`config.mk`:
```
export PLATFORM = sky130hd
export DESIGN_NAME = cut_area_code_framer
export DESIGN_NICKNAME = d
export VERILOG_FILES = /design/src/logic/cut_area_pkg.sv /design/src/logic/cut_area_code_framer.sv /design/src/logic/cut_area_parity.sv
export SDC_FILE = /design/constraint.sdc
export NUM_CORES = 1
export LEC_CHECK = 0
export BUFFER_PORTS_ARGS = -buffer_cell sky130_fd_sc_hd__buf_2
export CAP_MARGIN = 20
export CELL_PAD_IN_SITES_DETAIL_PLACEMENT = 1
export CELL_PAD_IN_SITES_GLOBAL_PLACEMENT = 2
export CORE_MARGIN = 2
export CORE_UTILIZATION = 30
export CTS_BUF_LIST = sky130_fd_sc_hd__clkbuf_2
export CTS_CLUSTER_SIZE = 28
export DETAILED_ROUTE_END_ITERATION = 10
export HOLD_SLACK_MARGIN = 0.06
export PLACE_DENSITY_LB_ADDON = 0.1
export SLEW_MARGIN = 20
export SYNTH_ARGS = -nofsm -noshare
export SYNTH_HDL_FRONTEND = slang
export SYNTH_SLANG_ARGS = --single-unit
```
`constraint.sdc`:
```
create_clock -name clk -period 7.75 [get_ports clk]
set_input_delay 0 -clock clk [delete_from_list [all_inputs] [get_ports clk]]
set_output_delay 0 -clock clk [all_outputs]
set_load 0.1 [all_outputs]
```
`src/logic/cut_area_pkg.sv`:
```
// Purpose: Shared constants and types for the burst cut area framer.
// Assumes: 20 MHz system clock; one channel bit spans a whole number of clocks.
// Notes:   Row = resync (8 fixed channel bits + 4 code bits) + 4 phase-encoded bytes.
package cut_area_pkg;

    // Clock and channel-bit timing
    localparam int CLK_PERIOD_NS = 50;
    localparam int CHAN_BIT_NS   = 4445;
    localparam int CHAN_CYCLES   = (CHAN_BIT_NS / CLK_PERIOD_NS < 2) ? 2
                                   : CHAN_BIT_NS / CLK_PERIOD_NS;
    localparam int PULSE_CYCLES  = CHAN_CYCLES / 2;

    // Frame constants
    localparam logic [7:0] FIXED_PAT  = 8'h46;
    localparam logic [7:0] PRE_BYTE   = 8'h00;
    localparam logic [7:0] POST_BYTE  = 8'h55;
    localparam logic [3:0] SYNC_CODE  = 4'h0;
    localparam logic [3:0] ECC_CODE   = 4'hd;
    localparam logic [3:0] POST_CODE  = 4'he;
    localparam logic [3:0] TAIL_CODE  = 4'hf;
    localparam logic [3:0] N_MAX      = 4'hc;
    localparam logic [6:0] FIX_BITS   = 7'h08;
    localparam logic [6:0] FIRST_BYTE = 7'h10;
    localparam logic [6:0] ROW_BITS   = 7'h50;
    localparam logic [6:0] TAIL_BITS  = 7'h10;

    // Check and parity polynomials
    localparam logic [31:0] CRC_POLY = 32'h80000011;
    localparam logic [7:0]  GF_POLY  = 8'h1d;
    localparam logic [7:0]  RS_G3    = 8'h0f;
    localparam logic [7:0]  RS_G2    = 8'h36;
    localparam logic [7:0]  RS_G1    = 8'h78;
    localparam logic [7:0]  RS_G0    = 8'h40;

    typedef enum logic {st_idle, st_run} frame_state_t;

endpackage

```
`src/logic/cut_area_code_framer.sv`:
```
// Purpose: Builds the burst cut area frame and drives the return-to-zero stripe train.
// Assumes: Byte source sits on clk; start is a one-cycle pulse while idle.
// Notes:   Train never stalls once started; a missing byte is sent as zero and flagged.
`timescale 1ns/1ns
// Contract
// [RULE1] Data-field bit zero becomes channel bits 01, bit one becomes 10.
// [RULE2] Data-field polarity covers information, four check and sixteen parity bytes.
// [RULE3] Outside the data field, bit zero becomes 10 and bit one becomes 01.
// [RULE4] Channel train is return-to-zero: one pulse per channel bit one.
// [RULE5] No pulse lasts longer than half a channel-bit period.
// [RULE6] Preamble, data field and postamble follow back to back without gaps.
// [RULE7] Preamble is one sync byte then four zero bytes.
// [RULE8] Data field: 16n-4 information, four check, sixteen parity bytes, in order.
// [RULE9] Size n is one to twelve; larger requests are refused.
// [RULE10] A resync precedes every group of four data-field bytes.
// [RULE11] Postamble is four 55 bytes with a resync before and after.
// [RULE12] Sync and resync: fixed pattern 01000110, then phase-encoded four-bit index.
// [RULE13] Check bytes are the information remainder modulo x^32+x^31+x^4+1.
// [RULE14] Parity is four-way interleaved Reed-Solomon, four bytes per interleave.
// [RULE15] Resync index 13 before parity rows, 14 before and 15 after postamble.
module cut_area_code_framer
    import cut_area_pkg::*;
#(
    parameter int CHAN_CYC  = CHAN_CYCLES,
    parameter int PULSE_CYC = PULSE_CYCLES
)
(
    // Clock and reset
    input  wire logic       clk,
    input  wire logic       sys_rst,
    // Frame control
    input  wire logic       start,
    input  wire logic [3:0] size_n,
    output logic            busy,
    output logic            frame_done,
    output logic            size_err,
    output logic            underrun,
    // Information byte source
    input  wire logic [7:0] in_data,
    input  wire logic       in_valid,
    output logic            in_ready,
    // Stripe train
    output logic            stripe
);

    frame_state_t     state_reg, state_next;
    logic [15:0]      ph_reg, ph_next;
    logic [6:0]       pos_reg, pos_next;
    logic [5:0]       row_reg, row_next;
    logic [3:0]       n_reg, n_next;
    logic [7:0]       cur_reg, cur_next;
    logic [7:0]       hold_reg, hold_next;
    logic             hold_full_reg, hold_full_next;
    logic [7:0]       fetched_reg, fetched_next;
    logic             chbit_reg, chbit_next;
    logic             stripe_reg, stripe_next;
    logic             busy_reg, busy_next;
    logic             done_reg, done_next;
    logic             size_err_reg, size_err_next;
    logic             underrun_reg, underrun_next;
    logic             ready_reg, ready_next;
    logic             eng_clr, eng_feed, eng_info;
    logic [1:0]       eng_lane;
    logic [7:0]       eng_din;
    logic [31:0]      crc_w;
    logic [3:0][31:0] par_w;

    // Check remainder and interleaved parity
    cut_area_parity u_parity (
        .clk     (clk),
        .sys_rst (sys_rst),
        .clr     (eng_clr),
        .feed    (eng_feed),
        .is_info (eng_info),
        .lane    (eng_lane),
        .din     (eng_din),
        .crc     (crc_w),
        .parity  (par_w)
    );

    // Channel bit at a row position for a given code, byte and polarity
    function automatic logic chan_bit(input logic [6:0] pos, input logic [3:0] code,
                                      input logic [7:0] byt, input logic data_pol);
        logic [6:0] q;
        logic [5:0] idx;
        logic       b;
        logic       pol;
        q   = pos - FIX_BITS;
        idx = q[6:1];
        b   = 1'b0;
        pol = 1'b0;
        if (pos < FIX_BITS)
            return FIXED_PAT[3'(7 - pos)];                      // see [RULE12]
        if (idx < 6'd4)
            b = code[2'(3 - idx)];                              // see [RULE12]
        else
        begin
            b   = byt[3'(7 - (idx - 6'd4))];
            pol = data_pol;
        end
        // First half carries the bit in data polarity, its inverse otherwise
        if (pol)
            return q[0] ? ~b : b;                               // see [RULE1] [RULE2]
        return q[0] ? b : ~b;                                   // see [RULE3]
    endfunction

    // Frame sequencing, byte selection and source handshake
    always_comb
    begin
        logic [5:0] n4;
        logic [5:0] rsel;
        logic [1:0] k;
        logic [3:0] code;
        logic       last;
        logic       dpol;
        n4             = {n_reg, 2'b00};
        rsel           = 6'h0;
        k              = 2'b00;
        code           = SYNC_CODE;
        last           = 1'b0;
        dpol           = 1'b0;
        state_next     = state_reg;
        ph_next        = ph_reg;
        pos_next       = pos_reg;
        row_next       = row_reg;
        n_next         = n_reg;
        cur_next       = cur_reg;
        hold_next      = hold_reg;
        hold_full_next = hold_full_reg;
        fetched_next   = fetched_reg;
        chbit_next     = chbit_reg;
        done_next      = 1'b0;
        size_err_next  = size_err_reg;
        underrun_next  = underrun_reg;
        eng_clr        = 1'b0;
        eng_feed       = 1'b0;
        eng_info       = 1'b0;
        eng_lane       = 2'b00;
        eng_din        = 8'h00;
        case (state_reg)
            st_idle:
            begin
                if (start)
                begin
                    if (size_n == 4'h0 || size_n > N_MAX)
                        size_err_next = 1'b1;                   // see [RULE9]
                    else
                    begin
                        state_next     = st_run;
                        n_next         = size_n;
                        ph_next        = 16'h0;
                        pos_next       = 7'h0;
                        row_next       = 6'h0;
                        fetched_next   = 8'h0;
                        hold_full_next = 1'b0;
                        size_err_next  = 1'b0;
                        underrun_next  = 1'b0;
                        eng_clr        = 1'b1;
                        chbit_next     = FIXED_PAT[7];          // see [RULE7]
                    end
                end
            end
            st_run:
            begin
                if (ph_reg == 16'(CHAN_CYC - 1))
                begin
                    ph_next = 16'h0;
                    last = (row_reg == n4 + 6'd6) ? (pos_reg == TAIL_BITS - 7'd1)
                                                  : (pos_reg == ROW_BITS - 7'd1);
                    if (last && row_reg == n4 + 6'd6)
                    begin
                        state_next = st_idle;
                        done_next  = 1'b1;
                        chbit_next = 1'b0;
                    end
                    else
                    begin
                        // Rows follow with no gap between fields
                        pos_next = last ? 7'h0 : pos_reg + 7'd1;     // see [RULE6]
                        row_next = last ? row_reg + 6'd1 : row_reg;
                        dpol = (row_next != 6'h0) && (row_next <= n4 + 6'd4);
                        if (row_next == 6'h0)
                            code = SYNC_CODE;
                        else if (row_next <= n4)
                        begin
                            rsel = row_next - 6'd1;
                            code = 4'(rsel[5:2]) + 4'd1;                // see [RULE10]
                        end
                        else if (row_next <= n4 + 6'd4)
                            code = ECC_CODE;                            // see [RULE15]
                        else if (row_next == n4 + 6'd5)
                            code = POST_CODE;                           // see [RULE11]
                        else
                            code = TAIL_CODE;                           // see [RULE15]
                        // Load the byte that starts at this position
                        if (pos_next >= FIRST_BYTE && pos_next[3:0] == 4'h0)
                        begin
                            k = 2'(pos_next[6:4] - 3'd1);
                            if (row_next == 6'h0)
                                cur_next = PRE_BYTE;                    // see [RULE7]
                            else if (row_next < n4)
                            begin
                                cur_next       = hold_full_reg ? hold_reg : 8'h00;
                                underrun_next  = underrun_reg | ~hold_full_reg;
                                hold_full_next = 1'b0;
                                eng_feed       = 1'b1;                  // see [RULE8]
                                eng_info       = 1'b1;
                                eng_lane       = k;
                                eng_din        = cur_next;
                            end
                            else if (row_next == n4)
                            begin
                                cur_next = crc_w[(3 - k) * 8 +: 8];     // see [RULE13]
                                eng_feed = 1'b1;
                                eng_lane = k;
                                eng_din  = cur_next;
                            end
                            else if (row_next <= n4 + 6'd4)
                            begin
                                rsel     = row_next - n4 - 6'd1;
                                cur_next = par_w[k][(3 - rsel[1:0]) * 8 +: 8]; // see [RULE14]
                            end
                            else
                                cur_next = POST_BYTE;                   // see [RULE11]
                        end
                        chbit_next = chan_bit(pos_next, code, cur_next, dpol);
                    end
                end
                else
                    ph_next = ph_reg + 16'd1;
            end
            default:
                state_next = st_idle;
        endcase
        // Take a byte from the source into the single holding slot
        if (in_valid && ready_reg)
        begin
            hold_next      = in_data;
            hold_full_next = 1'b1;
            fetched_next   = fetched_reg + 8'd1;
        end
        ready_next  = (state_next == st_run) && !hold_full_next
                      && (fetched_next < {n_next, 4'h0} - 8'd4);
        busy_next   = (state_next == st_run);
        // Pulse only in the first half of a one channel bit
        stripe_next = busy_next && chbit_next
                      && (ph_next < 16'(PULSE_CYC));            // see [RULE4] [RULE5]
    end

    // Register the framer state
    always_ff @(posedge clk or posedge sys_rst)
    begin
        if (sys_rst)
        begin
            state_reg     <= st_idle;
            ph_reg        <= 16'h0;
            pos_reg       <= 7'h0;
            row_reg       <= 6'h0;
            n_reg         <= 4'h1;
            cur_reg       <= 8'h00;
            hold_reg      <= 8'h00;
            hold_full_reg <= 1'b0;
            fetched_reg   <= 8'h00;
            chbit_reg     <= 1'b0;
            stripe_reg    <= 1'b0;
            busy_reg      <= 1'b0;
            done_reg      <= 1'b0;
            size_err_reg  <= 1'b0;
            underrun_reg  <= 1'b0;
            ready_reg     <= 1'b0;
        end
        else
        begin
            state_reg     <= state_next;
            ph_reg        <= ph_next;
            pos_reg       <= pos_next;
            row_reg       <= row_next;
            n_reg         <= n_next;
            cur_reg       <= cur_next;
            hold_reg      <= hold_next;
            hold_full_reg <= hold_full_next;
            fetched_reg   <= fetched_next;
            chbit_reg     <= chbit_next;
            stripe_reg    <= stripe_next;
            busy_reg      <= busy_next;
            done_reg      <= done_next;
            size_err_reg  <= size_err_next;
            underrun_reg  <= underrun_next;
            ready_reg     <= ready_next;
        end
    end

    // Outputs straight from flops
    assign stripe     = stripe_reg;
    assign busy       = busy_reg;
    assign frame_done = done_reg;
    assign size_err   = size_err_reg;
    assign underrun   = underrun_reg;
    assign in_ready   = ready_reg;

endmodule

```
`src/logic/cut_area_parity.sv`:
```
// Purpose: Detection check remainder and four-way interleaved parity engine.
// Assumes: Bytes are fed most significant bit first, one per feed pulse.
// Notes:   Lane j holds its parity as {C(j,0), C(j,1), C(j,2), C(j,3)}.
`timescale 1ns/1ns
module cut_area_parity
    import cut_area_pkg::*;
(
    // Clock and reset
    input  wire logic          clk,
    input  wire logic          sys_rst,
    // Byte feed
    input  wire logic          clr,
    input  wire logic          feed,
    input  wire logic          is_info,
    input  wire logic [1:0]    lane,
    input  wire logic [7:0]    din,
    // Results
    output logic      [31:0]   crc,
    output logic      [3:0][31:0] parity
);

    logic [31:0]       crc_reg;
    logic [31:0]       crc_next;
    logic [3:0][31:0]  par_reg;
    logic [3:0][31:0]  par_next;

    // Multiply in the byte field
    function automatic logic [7:0] gf_mul(input logic [7:0] a, input logic [7:0] b);
        logic [7:0] p;
        logic [7:0] x;
        p = 8'h00;
        x = a;
        for (int i = 0; i < 8; i++)
        begin
            if (b[i])
                p = p ^ x;
            x = x[7] ? ((x << 1) ^ GF_POLY) : (x << 1);
        end
        return p;
    endfunction

    // Shift one byte through the 32-bit remainder, high bit first
    function automatic logic [31:0] crc_step(input logic [31:0] c, input logic [7:0] d);
        logic [31:0] r;
        r = c;
        for (int i = 7; i >= 0; i--)
            r = (d[i] ^ r[31]) ? ((r << 1) ^ CRC_POLY) : (r << 1);
        return r;
    endfunction

    // Next remainder and parity for the fed byte
    always_comb
    begin
        logic [7:0]  fb;
        logic [31:0] l;
        fb       = 8'h00;
        l        = 32'h0;
        crc_next = crc_reg;
        par_next = par_reg;
        if (clr)
        begin
            crc_next = 32'h0;
            par_next = '0;
        end
        else if (feed)
        begin
            if (is_info)
                crc_next = crc_step(crc_reg, din);              // see [RULE13]
            l  = par_reg[lane];
            fb = din ^ l[31:24];
            par_next[lane] = {l[23:16] ^ gf_mul(fb, RS_G3),     // see [RULE14]
                              l[15:8] ^ gf_mul(fb, RS_G2),
                              l[7:0] ^ gf_mul(fb, RS_G1),
                              gf_mul(fb, RS_G0)};
        end
    end

    // Register the engine state
    always_ff @(posedge clk or posedge sys_rst)
    begin
        if (sys_rst)
        begin
            crc_reg <= 32'h0;
            par_reg <= '0;
        end
        else
        begin
            crc_reg <= crc_next;
            par_reg <= par_next;
        end
    end

    assign crc    = crc_reg;
    assign parity = par_reg;

endmodule

```
==> out/results.ini, run 1 <==
[clock_network]
post_cts_buffers=0
root_buffer=clkbuf_2
clk_path_buf_depth=3
cts_sinks=225
clk_pin_slew_ns=0.10
cts_buffers=73
cts_tree=done
clkLatencyLatePin_ns=1.07
h-tree-depth=3

[status]
outcome=completed

[pwr]
leakage_nw=7.343
total_power_w=0.005437
ir_worst_vdd_mv=0.1248
powerDensity_nw_per_um2=319.4

[finish]
seqCellArea_um2=5632
drive_above_1_share_pct=13.98
fillers=5988
finalNonFillerCells=2572
multi_input_area_um2=8816
largest_reg_flops=128
areaGrowthSynthToFinish_pct=13.05
final_nets=1887
final_util_pct=34.14

[critical_path]
rrSetupSlack_ns=0.44
crit_path_end_kind=flop
crit_required_ns=8.62
reg2reg_to=u_parity.parity[60]
r2r_start=n_reg[0]
crit_arrival_ns=8.18
r2r.worst_path.cells=23
crit_path_start_kind=flop
critPathKind=reg2reg
critPathMaxFanout=13

[timing]
slew_viol_final=0
slew_headroom_pct=23.57
fin_crit_sh_pct=94.35
rsz0062_at_grt=no
setup_viol=0
whs_ns=0.1460
clock_skew_ns=0.09713
period_minus_slack_ns=7.312
hold_viol_final=0
fmax_mhz=136.8
fin_tns_setup_ns=0
tightest_slew_ns=1.143

[yosys]
syn_inst=1785
synth_flop_cell=dfrtp_1
synth_area_leaders=dfrtp_1, nand3_1, o21ai_0
async_flop_share_pct=100.0
synth_seq_cells=225
synth_seq_area_share_pct=37.40
synth_nets=1827
synth-edff-count=0
syn_avg_cell_area_um2=8.435
netlist_area_um2=15060
yosys.area.top_type=dfrtp_1
synth_cell_type_count=95
synth_top_area_share_pct=37.23
yosysWarnings=0

[die]
die_w_um=228.0
die_h_um=228.0
coreArea_um2=49860
die-area_um2=52000
num_rows=82
start_util_pct=30.20
io_pins=22

[detailed_routing]
drc=0
totalWireLength_um=61320
drt_iter0_drc=744
viasPerCell=5.489
postRouteAntennaNets=0
num_vias=14120
dr.pass1.iters=5
routedWlPerCell_um=23.84

[place]
dp_hpwl_um=41270
port_buffers=21
routabilityCongestion=0.8690
dp_cells=2398

[global_route]
grt_usage_pct=23.49
grt_pass1_wl_um=93720
gr-total-overflow=0
grt_pass1_vias=14610
grt_max_degree=91
grt_antenna_before_repair=2

[min_path]
min_path_type=in2async

[run]
maxCapViolCount=0

-- through the flow --
stage / setup slack (ns) / cell area [µm²]
4_1_cts: 0.4299 / 16980
3_5_place_dp: 0.4891 / 15900
2_1_floorplan: 1.169 / 15060
3_3_place_gp: 0.6131 / 15900
6_report: 0.4381 / 17020
5_1_grt: 0.01868 / 17020
-- routing by layer --
| metal | vias up | wire, µm | GRT usage, % | share of wire [%] |
|---|---|---|---|---|
| li1 | 6611 | - | - | - |
| met1 | 7098 | 28580 | 31.16 | 47 |
| met2 | 289 | 28640 | 38.68 | 47 |
| met3 | 119 | 2252 | 3.988 | 3.7 |
| met4 | 0 | 1846 | 8.109 | 3.0 |
| met5 | - | 0 | 0 | 0 |
-- critical path, cell delays in order, from the launching register on --
cell and delay (ns):
dfstp_2 0.69, ha_1 0.30, xnor2_1 0.15, nand4_1 0.31, buf_4 0.29, or3_4 0.37
buf_4 0.22, a211oi_1 0.43, nor2_1 0.19, inv_1 0.14, ha_1 0.26, o21a_1 0.11
o21ai_0 0.17, nand2b_1 0.20, nor3b_1 0.20, mux2i_1 0.30, nand2_1 0.38, a2111oi_0 0.55
o22a_2 0.34, xnor2_1 0.27, xnor3_1 0.44, xor2_1 0.41, xnor2_1 0.27, o21ai_0 0.14
-- layout make-up --
| cell class | count | area share (%) |
|---|---|---|
| clock inverter | 24 | 0.8600 |
| antenna | 5 | 0.07350 |
| sequential | 225 | 33.08 |
| tap | 672 | 4.939 |
| multi-input combinational | 1390 | 51.79 |
| timing repair buffer | 114 | 5.336 |
| clock buffer | 101 | 2.969 |
| inverter | 41 | 0.9482 |
-- power by group --
group	switching (W)	internal, W	total [W]
clock	0.000621	0.000416	0.00104
combinational	0.00173	0.00102	0.00275
sequential	0.000252	0.00140	0.00165
-- cells in the mapped netlist (7+ instances only) --
| cell | instances |
|---|---|
| and3_1 | 27 |
| mux2i_1 | 31 |
| nand3_1 | 227 |
| mux2_2 | 16 |
| a211oi_1 | 13 |
| a311oi_1 | 11 |
| inv_1 | 35 |
| nand4_1 | 12 |
| ha_1 | 26 |
| a31oi_1 | 20 |
| o211ai_1 | 13 |
| dfrtp_1 | 224 |
| xnor3_1 | 7 |
| and2_1 | 7 |
| o21a_1 | 9 |
| xnor2_1 | 88 |
| o31ai_1 | 9 |
| a21o_1 | 9 |
| buf_2 | 9 |
| nand2_1 | 201 |
| a21oi_1 | 48 |
| o21ai_1 | 37 |
| xor2_1 | 27 |
| o22ai_1 | 17 |
| xnor2_2 | 8 |
| clkbuf_1 | 107 |
| o21ai_0 | 218 |
| mux4_2 | 11 |
| o221ai_1 | 12 |
| buf_1 | 11 |
| nor2_1 | 136 |
| nor3_1 | 20 |
| nand2b_1 | 9 |
-- worst max path at each step --
stage / to / start / slack (ns)
after global placement: u_parity.parity[47] / n_reg[0] / 0.61
after floorplan: u_parity.parity[28] / pos_reg[0] / 1.17
after global routing: u_parity.parity[60] / n_reg[0] / 0.02
after detailed placement: u_parity.parity[47] / n_reg[0] / 0.49
final: u_parity.parity[60] / n_reg[0] / 0.44
after CTS: u_parity.parity[60] / n_reg[0] / 0.43
-- layout by cell type, fill, tap and decap left out, drive strengths merged, types with 5 or more instances in the layout --
| master | n |
|---|---|
| nor2b | 6 |
| o211ai | 14 |
| and3 | 28 |
| a31oi | 20 |
| a311oi | 12 |
| ha | 26 |
| o221ai | 13 |
| mux2i | 31 |
| nand2 | 202 |
| nand4 | 12 |
| nor4 | 7 |
| dlygate4sd3 | 43 |
| nand3 | 227 |
| nor3 | 24 |
| o22a | 5 |
| dfrtp | 224 |
| mux2 | 16 |
| o21ai | 255 |
| inv | 40 |
| a221o | 5 |
| a21o | 10 |
| xnor3 | 9 |
| a21oi | 49 |
| nor2 | 136 |
| mux4 | 11 |
| buf | 71 |
| diode | 5 |
| clkbuf | 101 |
| o22ai | 18 |
| xor2 | 30 |
| a211oi | 15 |
| and4 | 5 |
| a2111oi | 6 |
| o21a | 9 |
| nand2b | 9 |
| and2 | 8 |
| xnor2 | 97 |
| clkinv | 22 |
| o31ai | 10 |
-- kinds of logic after synthesis --
group	count (synthesis)	synth area share (%)
flops	225	37.40
compound gates	487	20.39
fa+ha+maj	26	2.161
xor+xnor	137	9.581
simple gates	682	21.17
mux	58	4.903
buf+inv	170	4.388
-- what timing repair did --
| item | in CTS | in global routing |
|---|---|---|
| endpoints found under the setup margin | 0 | 14 |
| resized for setup | 0 | 4 |
| hold endpoints to repair | 302 | 0 |
| hold buffers | 43 | 0 |
Power figures use the tool's default switching activity.
==> run 2: changes to the inputs <==
Settings changed: CORE_UTILIZATION 30 to 41, REMOVE_ABC_BUFFERS from default to 1.
==> out/results.ini, run 2 (synthesized netlist as in run 1, its figures left out) <==
[die]
start_util_pct=41.43  ; +11 points
die_w_um=195.6  ; -14%
num_rows=70  ; -15%
io_pins=22  ; unchanged
die_h_um=195.6  ; -14%
coreArea_um2=36350  ; -27%
die-area_um2=38270  ; -26%

[global_route]
grt_usage_pct=29.98  ; +6.5 points
grt_pass1_vias=14850  ; +1.7%
gr-total-overflow=0  ; unchanged
grt_antenna_before_repair=2  ; unchanged
grt_max_degree=119  ; +31%
grt_pass1_wl_um=88180  ; -5.9%

[clock_network]
clk_pin_slew_ns=0.09  ; about the same
clk_path_buf_depth=3  ; unchanged
clkLatencyLatePin_ns=0.99  ; -0.08 ns
cts_tree=done
cts_buffers=68  ; -6.8%
root_buffer=clkbuf_2
cts_sinks=225  ; unchanged
h-tree-depth=3  ; unchanged

[finish]
fillers=4348  ; -27%
final_common_cell=nand3_1
areaGrowthSynthToFinish_pct=10.69
largest_reg_flops=128  ; unchanged
final_cell_mix=nand3_1, dfrtp_1, o21ai_0, nand2_1, nor2_1
final_nets=1874  ; -0.69%
finalNonFillerCells=2346  ; -8.8%
drive_above_1_share_pct=13.64  ; -0.35 points

[pwr]
total_power_w=0.005316  ; -2.2%
powerDensity_nw_per_um2=318.9  ; -0.15%
ir_worst_vdd_mv=0.1390  ; +11%
leakage_nw=7.286  ; -0.77%

[critical_path]
crit_arrival_ns=8.06  ; -0.12 ns
crit_path_end_kind=flop
critPathKind=reg2reg
crit_required_ns=8.59  ; -0.03 ns
crit_path_start_kind=flop
critPathMaxFanout=14  ; +1

[timing]
slew_viol_final=0  ; unchanged
setup_viol=0  ; unchanged
rsz0062_at_grt=no
finalWorstSetupSlack_ns=0.5259  ; +0.08782 ns
slew_headroom_pct=29.82  ; +6.2 points
hold_viol_final=0  ; unchanged
fmax_mhz=138.4  ; +1.2%
clock_skew_ns=0.1005  ; +0.003368 ns
whs_ns=0.1873  ; +0.04125 ns
fin_crit_sh_pct=93.21  ; -1.1 points
period_minus_slack_ns=7.224  ; -0.08782 ns
fin_tns_setup_ns=0  ; unchanged
tightest_slew_ns=1.049  ; -0.09438 ns

[detailed_routing]
viasPerCell=6.049  ; +10%
dr.pass1.iters=5  ; unchanged
drt_iter0_drc=824  ; +11%
num_vias=14190  ; +0.53%
postRouteAntennaNets=0  ; unchanged
routedWlPerCell_um=24.05  ; +0.87%
drc=0  ; unchanged
totalWireLength_um=56410  ; -8.0%

[min_path]
min_path_type=in2reg

[place]
dp_cells=2190  ; -8.7%
dp_hpwl_um=38220  ; -7.4%
routabilityCongestion=0.9377  ; +7.9%
dpl_worst_slack_ns=0.4110  ; -0.07819 ns
port_buffers=21  ; unchanged

[run]
maxCapViolCount=0  ; unchanged

[status]
outcome=completed

==> run 2: what timing repair did <==
action	4_1_cts	5_1_grt
buffers inserted	0	1
gates resized for setup	0	5
hold endpoints to repair	297	0
endpoints found under the setup margin	0	31
hold buffers	39	0
==> run 2: final cells by class <==
class | count | area, µm² | share of cell area (%)
multi-input cells | 1390 | 8816 | 52.89
well taps | 468 | 585.6 | 3.513
clock inverters | 22 | 163.9 | 0.9834
inverters | 41 | 161.4 | 0.9684
repair buffers | 106 | 840.8 | 5.045
flip-flops and latches | 225 | 5632 | 33.79
clock buffers | 93 | 465.4 | 2.793
diodes | 1 | 2.502 | 0.01501
==> run 2: routing by layer <==
layer	track usage (%)	wire length [µm]	up-vias
li1	-	-	6557
met1	38.28	24640	7123
met2	50.28	26930	369
met3	5.544	2681	141
met4	11.93	2151	2
met5	0	13	-
==> run 2: power by group <==
part / leakage, nW / switching, W / internal, W
clock: 0.469 / 0.000579 / 0.000422
sequential: 2.68 / 0.000251 / 0.00140
combinational: 4.14 / 0.00166 / 0.00100
==> run 2: final timing paths <==
path	startpoint	to	slack, ns	depth (start not counted)
min reg2reg	chbit_reg	chbit_reg	0.49	2
min	start	ph_reg[14]	0.19	6
max reg2reg	n_reg[0]	u_parity.parity[21]	0.53	22
min in group asynchronous	sys_rst	ph_reg[0]	0.41	4
max	n_reg[0]	u_parity.parity[21]	0.53	22
max in group asynchronous	sys_rst	cur_reg[3]	5.96	5
==> run 2: worst max-delay path, cell delays in order (launching register included) <==
cell	delay, ns
dfstp_2	0.68
ha_1	0.30
xnor2_1	0.15
nand4_1	0.24
buf_4	0.26
or3_4	0.48
a211oi_1	0.31
xnor2_1	0.16
buf_4	0.18
inv_1	0.11
ha_1	0.32
nand2_1	0.08
nand3_1	0.20
nor4_2	0.10
a311o_1	0.39
nor2_1	0.43
a21oi_1	0.31
a2111oi_0	0.49
a2bb2oi_1	0.31
xnor3_2	0.40
xor2_1	0.45
xor3_1	0.58
o21ai_1	0.17
==> run 2: metrics by stage <==
| stage | util [%] | instance area, µm² |
|---|---|---|
| after floorplan | - | 14550 |
| after global placement | 42.96 | 15610 |
| after detailed placement | 42.96 | 15610 |
| after CTS | 45.76 | 16630 |
| after global routing | 45.86 | 16670 |
| final | 45.86 | 16670 |
==> run 3: changes to the inputs <==
Settings changed: CORE_UTILIZATION 41 to 37.
Clock period 7.75 ns to 6.1 ns, I/O delays scaled along.
==> out/results.ini, run 3 (synthesized netlist as in run 1, its figures left out) <==
[place]
placedInstanceArea_um2=16230  ; +4.0%
dpl_worst_slack_ns=-0.2715  ; -0.6824 ns
dp_hpwl_um=39430  ; +3.2%
routabilityCongestion=0.8701  ; -7.2%
port_buffers=21  ; unchanged

[global_route]
grt_pass1_vias=15110  ; +1.8%
grt_pass1_wl_um=90280  ; +2.4%
grt_usage_pct=28.17  ; -1.8 points
grt_antenna_before_repair=2  ; unchanged
gr-total-overflow=0  ; unchanged
grt_max_degree=120  ; +0.84%

[clock_network]
root_buffer=clkbuf_2
cts_buffers=71  ; +4.4%
cts_sinks=225  ; unchanged
clk_path_buf_depth=3  ; unchanged
cts_tree=done
clk_pin_slew_ns=0.11  ; +0.02 ns
h-tree-depth=3  ; unchanged
clkLatencyLatePin_ns=1.05  ; +0.06 ns

[critical_path]
crit_arrival_ns=6.79  ; -1.27 ns
critPathKind=reg2reg
critPathMaxFanout=4  ; -10
cpMaxStageDelayCell=dfstp_2
critPathBufInv=5  ; +2
path_delay_family=compound AO/OA/AOI/OAI gates
crit_path_start_kind=flop
crit_required_ns=7.01  ; -1.58 ns
crit_path_end_kind=flop
path_common_cell=xnor2_1
max_stage_delay_ns=0.58  ; -0.10 ns

[timing]
clock_skew_ns=0.08788  ; -0.01262 ns
hold_viol_final=0  ; unchanged
slew_headroom_pct=32.77  ; +3.0 points
setup_viol=0  ; unchanged
fin_tns_setup_ns=0  ; unchanged
fmax_mhz=170.2  ; +23%
finalWorstSetupSlack_ns=0.2241  ; -0.3018 ns
whs_ns=0.1846  ; -0.002715 ns
fin_crit_sh_pct=96.33  ; +3.1 points
tightest_slew_ns=1.005  ; -0.04411 ns
slew_viol_final=0  ; unchanged
period_minus_slack_ns=5.876  ; -1.348 ns

[detailed_routing]
dr.pass1.iters=5  ; unchanged
postRouteAntennaNets=0  ; unchanged
drc=0  ; unchanged
drt_iter0_drc=889  ; +7.9%
viasPerCell=5.779  ; -4.5%
num_vias=14510  ; +2.2%
routedWlPerCell_um=23.26  ; -3.3%
totalWireLength_um=58380  ; +3.5%

[finish]
drive_above_1_share_pct=20.57  ; +6.9 points
largest_reg_flops=128  ; unchanged
fillers=4709  ; +8.3%
areaGrowthSynthToFinish_pct=19.85
final_nets=1982  ; +5.8%
final_cell_mix=nand3_1, dfrtp_1, o21ai_0, nand2_1, buf_4
fin_area_um2=18050  ; +8.3%
final_common_cell=nand3_1

[pwr]
powerDensity_nw_per_um2=414.5  ; +30%
p_int_w=0.004076  ; +44%
pwr-share-seq_pct=27.6  ; -3.4 points
leakage_nw=7.957  ; +9.2%
power_frac_clock_pct=16.9  ; -1.9 points
ir_worst_vdd_mv=0.2636  ; +90%
switchingPower_w=0.003405  ; +37%
sw_frac_of_total_pct=45.51  ; -1.4 points
combinationalPowerShare_pct=55.5  ; +5.4 points

[run]
maxCapViolCount=0  ; unchanged

[die]
coreArea_um2=39910  ; +9.8%
start_util_pct=37.72  ; -3.7 points
io_pins=22  ; unchanged
num_rows=73  ; +4.3%
die_h_um=205.7  ; +5.2%
die_w_um=205.7  ; +5.2%
die-area_um2=42320  ; +11%

[min_path]
min_path_type=in2reg

[status]
outcome=completed

==> run 3: metal layers <==
layer	up-vias	share of wire, %	global-route usage (%)
met3	107	4.4	4.704
met2	361	48	47.14
met1	7272	45	36.71
met5	-	0	0
li1	6766	-	-
met4	0	2.6	9.841
==> run 3: worst reg2reg max path, cell delays in order (launching register included) <==
cell	delay [ns]
dfstp_2	0.58
ha_1	0.26
xnor2_1	0.16
nand4_1	0.22
buf_4	0.21
o211a_4	0.23
o21ai_2	0.19
nor2_2	0.09
xnor2_1	0.28
inv_1	0.11
ha_1	0.21
nor2_1	0.17
nand3_2	0.15
nor4_4	0.32
buf_4	0.19
a311o_1	0.17
o211ai_1	0.19
o211ai_1	0.23
a31oi_1	0.18
a211oi_4	0.38
buf_6	0.19
xnor2_2	0.15
buf_6	0.16
xnor2_1	0.12
xor3_2	0.51
o21ai_1	0.15
==> run 3: through the flow <==
| stage | cells | util [%] | total power, W |
|---|---|---|---|
| 2_1_floorplan | 1656 | - | 0.004295 |
| 3_3_place_gp | 2318 | 40.66 | 0.005638 |
| 3_5_place_dp | 2318 | 40.66 | 0.005687 |
| 4_1_cts | 2477 | 43.54 | 0.007134 |
| 5_1_grt | 2510 | 45.21 | 0.007972 |
| 6_report | 2510 | 45.21 | 0.007480 |
==> run 3: cell type report <==
class                           count  area (µm²)  share of cell area [%]
Antenna cell                        2       5.005                 0.02773
Clock buffer                      103       515.5                   2.857
Clock inverter                     13       108.9                  0.6032
Inverter                           41       161.4                  0.8944
Multi-Input combinational cell   1390        9271                   51.38
Sequential cell                   225        5632                   31.21
Tap cell                          525       656.9                   3.640
Timing Repair Buffer              211        1695                   9.395
==> run 3: worst paths after layout <==
| check | startpoint | endpoint | slack [ns] | depth (start not counted) |
|---|---|---|---|---|
| hold reg to reg | cur_reg[2] | cur_reg[2] | 0.49 | 2 |
| setup reg to reg | n_reg[0] | u_parity.parity[21] | 0.22 | 25 |
| min in group asynchronous | sys_rst | u_parity.parity[63] | 0.35 | 4 |
| max in group asynchronous | sys_rst | u_parity.parity[60] | 4.28 | 5 |
| hold / removal | start | ph_reg[14] | 0.18 | 6 |
| setup / recovery | n_reg[0] | u_parity.parity[21] | 0.22 | 25 |
==> run 3: timing repair <==
| action | 4_1_cts | 5_1_grt |
|---|---|---|
| setup endpoints to repair | 76 | 124 |
| gates resized for setup | 16 | 68 |
| pin swaps | 0 | 23 |
| endpoints found under the hold margin | 320 | 0 |
| setup buffers | 0 | 31 |
| hold buffers | 43 | 0 |
==> run 3: power by group through the flow <==
stage / clock [W] / combinational (W) / sequential, W
6_report: 0.00127 / 0.00415 / 0.00206
5_1_grt: 0.00140 / 0.00447 / 0.00211
4_1_cts: 0.00132 / 0.00376 / 0.00206
3_5_place_dp: 0 / 0.00360 / 0.00209
3_3_place_gp: 0 / 0.00356 / 0.00208
2_1_floorplan: 0 / 0.00225 / 0.00205
